`src/hdl/adc_ctrl_pkg.sv`:
```
// Package holding register offsets, field layouts, reset values and carrier types of the converter control.
package adc_ctrl_pkg;

  // Register byte addresses on the Avalon-MM bus.
  localparam logic [7:0] channel_select_offset = 8'h14;
  localparam logic [7:0] compare_result_offset = 8'h06;
  localparam logic [7:0] compare_level_offset  = 8'h02;
  localparam logic [7:0] reset_control_offset  = 8'h20;

  // Field positions and widths.
  localparam int         channel_code_width  = 3;
  localparam int         channel_reg_width   = 4;
  localparam int         level_width         = 6;
  localparam int         analog_pin_count    = 6;
  localparam int         pulldown_pin_count  = 4;
  localparam int         pulldown_first_code = 2;
  localparam int         reset_ce_bit        = 0;
  localparam int         reset_stop_bit      = 1;

  // Reset values.
  localparam logic [3:0] channel_por_value   = 4'h7;
  localparam logic [2:0] channel_stop_code   = 3'h7;
  localparam logic [5:0] level_reset_value   = 6'h00;

  // Answer to an unmapped read.
  localparam logic [31:0] unmapped_read_value = 32'h0000_0000;

  // Avalon-MM request from the bus master.
  typedef struct packed {
    logic [7:0]  address;
    logic        read;
    logic        write;
    logic [31:0] writedata;
    logic [3:0]  byteenable;
  } bus_req_t;

  // Avalon-MM answer back to the bus master.
  typedef struct packed {
    logic [31:0] readdata;
    logic        waitrequest;
  } bus_rsp_t;

  // Controls that leave the block toward the analog front end.
  typedef struct packed {
    logic [5:0] pin_connect;
    logic [3:0] pulldown_enable;
    logic [5:0] tap_select;
    logic       string_power;
  } analog_ctl_t;

  // Bus transfer phase, one-hot.
  typedef enum logic [2:0] {
    phase_idle   = 3'b001,
    phase_sample = 3'b010,
    phase_answer = 3'b100
  } bus_phase_t;

endpackage

```
`src/hdl/adc_channel_and_compare_control.sv`:
```
// Top of the converter control: Avalon-MM registers, channel select, compare level, result.
`timescale 1ns/1ns
module adc_channel_and_compare_control (
  input  wire logic                        clk_in,
  input  wire logic                        reset_in,
  input  wire logic [7:0]                  avs_address_in,
  input  wire logic                        avs_read_in,
  input  wire logic                        avs_write_in,
  input  wire logic [31:0]                 avs_writedata_in,
  input  wire logic [3:0]                  avs_byteenable_in,
  output logic      [31:0]                 avs_readdata_out,
  output logic                             avs_waitrequest_out,
  input  wire logic                        comparator_in,
  input  wire logic                        clock_stop_in,
  input  wire logic                        ce_reset_in,
  output adc_ctrl_pkg::analog_ctl_t        analog_ctl_out,
  output logic      [5:0]                  port_input_enable_out
);

  // Request and answer travel as structs internally.
  adc_ctrl_pkg::bus_req_t req;
  adc_ctrl_pkg::bus_rsp_t rsp;

  assign req.address    = avs_address_in;
  assign req.read       = avs_read_in;
  assign req.write      = avs_write_in;
  assign req.writedata  = avs_writedata_in;
  assign req.byteenable = avs_byteenable_in;

  // Register state.
  adc_ctrl_pkg::bus_phase_t phase_q;
  adc_ctrl_pkg::bus_phase_t phase_d;
  logic [3:0]               channel_q;
  logic [3:0]               channel_d;
  logic [5:0]               level_q;
  logic [5:0]               level_d;
  logic [31:0]              readdata_q;
  logic [31:0]              readdata_d;
  logic                     result_bit;
  logic                     string_power;
  logic                     sw_stop_pulse;
  logic                     sw_ce_pulse;
  logic                     stop_any;
  logic                     sel_channel;
  logic                     sel_level;
  logic                     sel_result;
  logic                     sel_reset;
  logic                     low_lane_write;

  // Address decode.
  assign sel_channel    = (req.address == adc_ctrl_pkg::channel_select_offset);
  assign sel_level      = (req.address == adc_ctrl_pkg::compare_level_offset);
  assign sel_result     = (req.address == adc_ctrl_pkg::compare_result_offset);
  assign sel_reset      = (req.address == adc_ctrl_pkg::reset_control_offset);
  assign low_lane_write = req.write && req.byteenable[0];

  // Software may also raise clock-stop or CE reset events through a register of its own.
  assign sw_stop_pulse = (phase_q == adc_ctrl_pkg::phase_answer) && low_lane_write && sel_reset
                         && req.writedata[adc_ctrl_pkg::reset_stop_bit];
  assign sw_ce_pulse   = (phase_q == adc_ctrl_pkg::phase_answer) && low_lane_write && sel_reset
                         && req.writedata[adc_ctrl_pkg::reset_ce_bit];
  assign stop_any      = clock_stop_in || sw_stop_pulse;

  // The string is powered during the sample cycle of a result read, so the comparator
  // settles against the tap before the outcome is latched; the cost is a fixed extra cycle.
  assign string_power = (phase_q == adc_ctrl_pkg::phase_sample) && req.read && sel_result;

  // Bus phase sequence: idle, sample, answer; waitrequest drops in answer.
  always_comb begin
    phase_d = phase_q;
    case (phase_q)
      adc_ctrl_pkg::phase_idle: begin
        if (req.read || req.write) begin
          phase_d = adc_ctrl_pkg::phase_sample;
        end
      end
      adc_ctrl_pkg::phase_sample: begin
        phase_d = adc_ctrl_pkg::phase_answer;
      end
      adc_ctrl_pkg::phase_answer: begin
        phase_d = adc_ctrl_pkg::phase_idle;
      end
      default: begin
        phase_d = adc_ctrl_pkg::phase_idle;
      end
    endcase
  end

  // Register writes take effect at the answer edge; clock stop beats a channel select write.
  always_comb begin
    channel_d = channel_q;
    level_d   = level_q;
    if ((phase_q == adc_ctrl_pkg::phase_answer) && low_lane_write) begin
      if (sel_channel) begin
        channel_d = {1'b0, req.writedata[2:0]};
      end
      if (sel_level) begin
        level_d = req.writedata[5:0];
      end
    end
    if (stop_any) begin
      channel_d = {1'b0, adc_ctrl_pkg::channel_stop_code};
    end
    // A CE reset leaves the channel select untouched by design.
    if (sw_ce_pulse || ce_reset_in) begin
      channel_d = channel_q;
      if (stop_any) begin
        channel_d = {1'b0, adc_ctrl_pkg::channel_stop_code};
      end
    end
  end

  // Read data is captured in the sample cycle so it stands with waitrequest low.
  always_comb begin
    readdata_d = readdata_q;
    if (phase_q == adc_ctrl_pkg::phase_sample) begin
      readdata_d = adc_ctrl_pkg::unmapped_read_value;
      if (req.read) begin
        if (sel_channel) begin
          readdata_d = {28'h0000000, 1'b0, channel_q[2:0]};
        end else if (sel_level) begin
          readdata_d = {26'h0, level_q};
        end else if (sel_result) begin
          readdata_d = {31'h0, comparator_in};
        end
      end
    end
  end

  // State registers; only power-on reset reaches them asynchronously.
  always_ff @(posedge clk_in or posedge reset_in) begin
    if (reset_in) begin
      phase_q    <= adc_ctrl_pkg::phase_idle;
      channel_q  <= adc_ctrl_pkg::channel_por_value;
      level_q    <= adc_ctrl_pkg::level_reset_value;
      readdata_q <= adc_ctrl_pkg::unmapped_read_value;
    end else begin
      phase_q    <= phase_d;
      channel_q  <= channel_d;
      level_q    <= level_d;
      readdata_q <= readdata_d;
    end
  end

  // Pin routing and pull-down control.
  channel_decode u_decode (
    .channel_code_in       (channel_q[2:0]),
    .pin_connect_out       (analog_ctl_out.pin_connect),
    .pulldown_enable_out   (analog_ctl_out.pulldown_enable),
    .port_input_enable_out (port_input_enable_out)
  );

  // Latched outcome of the most recent powered comparison.
  compare_sample u_sample (
    .clk_in        (clk_in),
    .reset_in      (reset_in),
    .sample_in     (string_power),
    .comparator_in (comparator_in),
    .result_out    (result_bit)
  );

  // The tap follows the stored level; power is gated to the result read only.
  assign analog_ctl_out.tap_select   = level_q;
  assign analog_ctl_out.string_power = string_power;

  // Bus answer.
  assign rsp.readdata    = readdata_q;
  assign rsp.waitrequest = (req.read || req.write) && (phase_q != adc_ctrl_pkg::phase_answer);

  assign avs_readdata_out    = rsp.readdata;
  assign avs_waitrequest_out = rsp.waitrequest;

  // Software performs the approximation loop; the block only holds level and outcome.
  // The latched outcome is kept for a future status view and for debug taps.
  logic unused_result;
  assign unused_result = result_bit;

endmodule // adc_channel_and_compare_control

```
`src/hdl/channel_decode.sv`:
```
// Decoder from the channel code to pin connection and pull-down controls.
`timescale 1ns/1ns
module channel_decode (
  input  wire logic [2:0] channel_code_in,
  output logic      [5:0] pin_connect_out,
  output logic      [3:0] pulldown_enable_out,
  output logic      [5:0] port_input_enable_out
);

  // One pin per code; codes 6 and 7 match nothing so every pin stays a port input.
  genvar pin_idx;
  generate
    for (pin_idx = 0; pin_idx < adc_ctrl_pkg::analog_pin_count; pin_idx++) begin : g_pin
      assign pin_connect_out[pin_idx] =
        (channel_code_in == 3'(pin_idx));
      assign port_input_enable_out[pin_idx] = ~pin_connect_out[pin_idx];
    end
    for (pin_idx = 0; pin_idx < adc_ctrl_pkg::pulldown_pin_count; pin_idx++) begin : g_pd
      // Selected pin loses its pull-down, all others keep it.
      assign pulldown_enable_out[pin_idx] =
        ~pin_connect_out[pin_idx + adc_ctrl_pkg::pulldown_first_code];
    end
  endgenerate

endmodule // channel_decode

```
`src/hdl/compare_sample.sv`:
```
// Sampler that catches the comparator outcome while the resistor string is powered.
`timescale 1ns/1ns
module compare_sample (
  input  wire logic clk_in,
  input  wire logic reset_in,
  input  wire logic sample_in,
  input  wire logic comparator_in,
  output logic      result_out
);

  logic result_q;
  logic result_d;

  // Hold the last outcome; refresh only in the cycle the string is powered.
  always_comb begin
    result_d = sample_in ? comparator_in : result_q;
  end

  // Register the outcome.
  always_ff @(posedge clk_in or posedge reset_in) begin
    if (reset_in) begin
      result_q <= 1'b0;
    end else begin
      result_q <= result_d;
    end
  end

  assign result_out = result_q;

endmodule // compare_sample

```
`config.mk`:
```
export PLATFORM = sky130hd
export DESIGN_NAME = adc_channel_and_compare_control
export DESIGN_NICKNAME = d
export VERILOG_FILES = /design/src/hdl/adc_ctrl_pkg.sv /design/src/hdl/adc_channel_and_compare_control.sv /design/src/hdl/channel_decode.sv /design/src/hdl/compare_sample.sv
export SDC_FILE = /design/constraint.sdc
export NUM_CORES = 1
export LEC_CHECK = 0
export ABC_AREA = 0
export ABC_CLOCK_PERIOD_IN_PS = 2800
export BUFFER_PORTS_ARGS = -buffer_cell sky130_fd_sc_hd__buf_4
export CAP_MARGIN = 20
export CORE_UTILIZATION = 40
export CTS_BUF_LIST = sky130_fd_sc_hd__clkbuf_8 sky130_fd_sc_hd__clkbuf_16
export CTS_CLUSTER_DIAMETER = 60
export DETAILED_ROUTE_END_ITERATION = 7
export PLACE_DENSITY = 0.87
export SYNTH_ARGS = -nofsm -noshare
export SYNTH_HDL_FRONTEND = slang
export SYNTH_SLANG_ARGS = --single-unit
```
`constraint.sdc`:
```
create_clock -name clk_in -period 2.8 [get_ports clk_in]
set_clock_uncertainty 0.1 [all_clocks]
set_input_delay 0.28 -clock clk_in [delete_from_list [all_inputs] [get_ports clk_in]]
set_output_delay 0.28 -clock clk_in [all_outputs]
set_load 0.005 [all_outputs]
```
==> results.md <==
* Status: complete, no violations
* Starting Density at 42.3%
* Syn_area_per_cell at 10.6 um2
* Setup Crit Path Kind: reg -> out
* Worst Path Required at 2420 ps
* Final Cycle Share at 75.1%
* Post-synthesis cell type count at 33
* Top delay family on crit path: simple AND/OR/NAND/NOR gates
* Grt ovf at 0
* Maxcap violations at 0
* CTS tree: done
* Peak Freq at 0.475 GHz
* Critical Path Source Type: register
* Final setup fails at 0
* DP HPWL at 1940 um
* Worst Hold Class: in -> async
* Die Wd at 56.0 um
* Vias per cell at 4.88
* N_diodes at 0
* Layout cell share with drive strength beyond 1 at 46.8%
* H-tree depth at 1
* Final GP Congestion at 0.793
* Avg WL per Cell at 13.3 um
* Core outline area at 0.00276 mm2
* TNS Setup at 0 ps
* Final nets at 210
* DRC Markers at 0
* Hold_buf cts at 0
* Clk Latency, worst-skew pair at 250 ps
* CP max FO at 7
* PwrDens at 414 mW/mm2
* Largest cells by area after synthesis: dfrtp_1 30%, buf_4 20%, dfstp_2 9.0%, mux2_4 7.7%, a22o_1 3.8%
* Cells after Synth at 110
* Die H at 56.0 um
* CTS buffer count at 3
* Final Cell Area at 0.00149 mm2
* Worst-Margin Slew at 711 ps
* Worst-path cell chain: or3b_1, clkinv_4, and2_4, and3_2, buf_4
* Final ANT Viol Nets at 0
* Via count at 922
* Fin. Hold Viols at 0
* DR iter-0 viols at 18
* Reg2Reg Setup Slack at 970 ps
* Buffers & Inverters on Critical Path at 2
* Post-synth top cells: 31 x buf_4, 14 x dfrtp_1, 7 x inv_1
* Critical path capture point type: output port
* Maximum number of pins on one net before global-route repair at 19
* Synth Flop Type: dfrtp_1
* PortBufs at 51
* YS warnings at 0
* Cell area after synthesis at 0.00117 mm2
* Pwr Total at 0.618 mW
* CTS Sinks at 18
* Register area share after synthesis at 39.0%
* RSZ-0062 raised after global routing: false
* Worst EP arrival at 1720 ps
* Top-count cell post-synth: buf_4
* FF+latch count, synth at 18
* Clock transition at the registers of the reported paths at 70 ps
* Leak Pwr at 0.880 nW
* Top Ports at 107
* First drt pass iteration count at 4
* Fillcell total at 253
* Number of flops mapped to enable cells by yosys at 0
* First-pass GRT wire length at 4010 um
* Die area at 0.00314 mm2
* Slew Limit Headroom at 52.1%
* Post-Route WL at 2510 um
* Post-CTS setup buffers at 0
* Initial antenna violation count at 0
* Rows at 19
* GRT Total Usage at 16.6%
* Worst path max stage delay at 550 ps
* Post-synthesis async set-or-reset flop share at 100%
* Maximum vdd drop at 228 uV
* Core Util, Final at 54.2%
* Area grow syn2layout at 28.0%
* Placed instance area at 0.00144 mm2
* CTS Buffer Depth at 2
* Area leader, netlist: dfrtp_1
* Quantity of gates resized following cts at 0
* Count of pins over their slew limit at 0
* Vias in the first global route at 876
* Root buf cell: clkbuf_8
* Crit path time final at 2100 ps
* Max stage delay cell, worst path: dfstp_2
* Synth top area share at 30.0%
-- cell usage in the layout, fill, tap and decap left out, types with 5 or more instances in the layout --
master and count:
buf_4 51, conb_1 26, dfrtp_1 14, inv_1 7, nand2_1 6, mux2_4 6
a22o_1 5
-- state kept, by name, summed over array words and instances (netlist names) --
name / cells
channel_q: 3
avs_readdata_out: 6
phase_q: 3
level_q: 6
-- routing by layer --
layer	vias up	share of wire, %	wire length (um)	global-route usage (%)
met5	-	0	0	0
met4	0	0.56	14	6.62
met3	2	7.6	191	3.95
met2	52	54	1360	30.6
met1	450	37	935	18.2
li1	418	-	-	-
-- kinds of logic (layout without fill, tap and decap cells) --
logic type / Yosys count / after routing / synth area share, %
buf+inv: 40 / 63 / 23.9
other cells: 1 / 26 / 0.321
mux: 10 / 10 / 11.1
simple gates: 30 / 30 / 18.7
compound gates: 11 / 11 / 6.97
flops: 18 / 18 / 39.0
-- worst reg2reg max path: cells and delay by family (launching register included) --
kind	cells	cell delay, ps
DFF	1	410
muxes	1	350
and+or+nand+nor	2	850
-- power by group --
group / total, mW / leakage [nW] / switching, mW / internal [mW]
Sequential: 0.302 / 0.236 / 0.0179 / 0.285
Clock: 0.212 / 0.0288 / 0.0868 / 0.125
Combinational: 0.104 / 0.615 / 0.0585 / 0.0455
-- final cells by class --
cell class                 count  area (um2)  area share [%]
tap                           31        38.8            2.60
sequential                    18         455            30.5
clock buffer                   4        55.1            3.69
multi-input combinational     77         527            35.3
timing repair buffer          51         383            25.6
inverter                       8        35.0            2.35
-- worst paths after layout --
check	start	to	cells past startpoint
worst max-delay path	phase_q[0]	analog_ctl_out[0]	5
worst min-delay path	reset_in	level_q[3]	2
worst max register to register	phase_q[1]	level_q[1]	3
worst min register to register	avs_readdata_out[5]	avs_readdata_out[5]	1
max in group asynchronous	reset_in	avs_readdata_out[1]	2
min in group clk_in	clock_stop_in	channel_q[2]	3
-- through the flow --
step,worst slack [ps],hold slack [ps],cells
after floorplan,1110,116,135
after global placement,1010,289,185
after detailed placement,984,317,185
after CTS,694,43.3,189
after global routing,618,98.6,189
final,696,22.0,189
No activity file was read; power rests on OpenSTA's default activity.
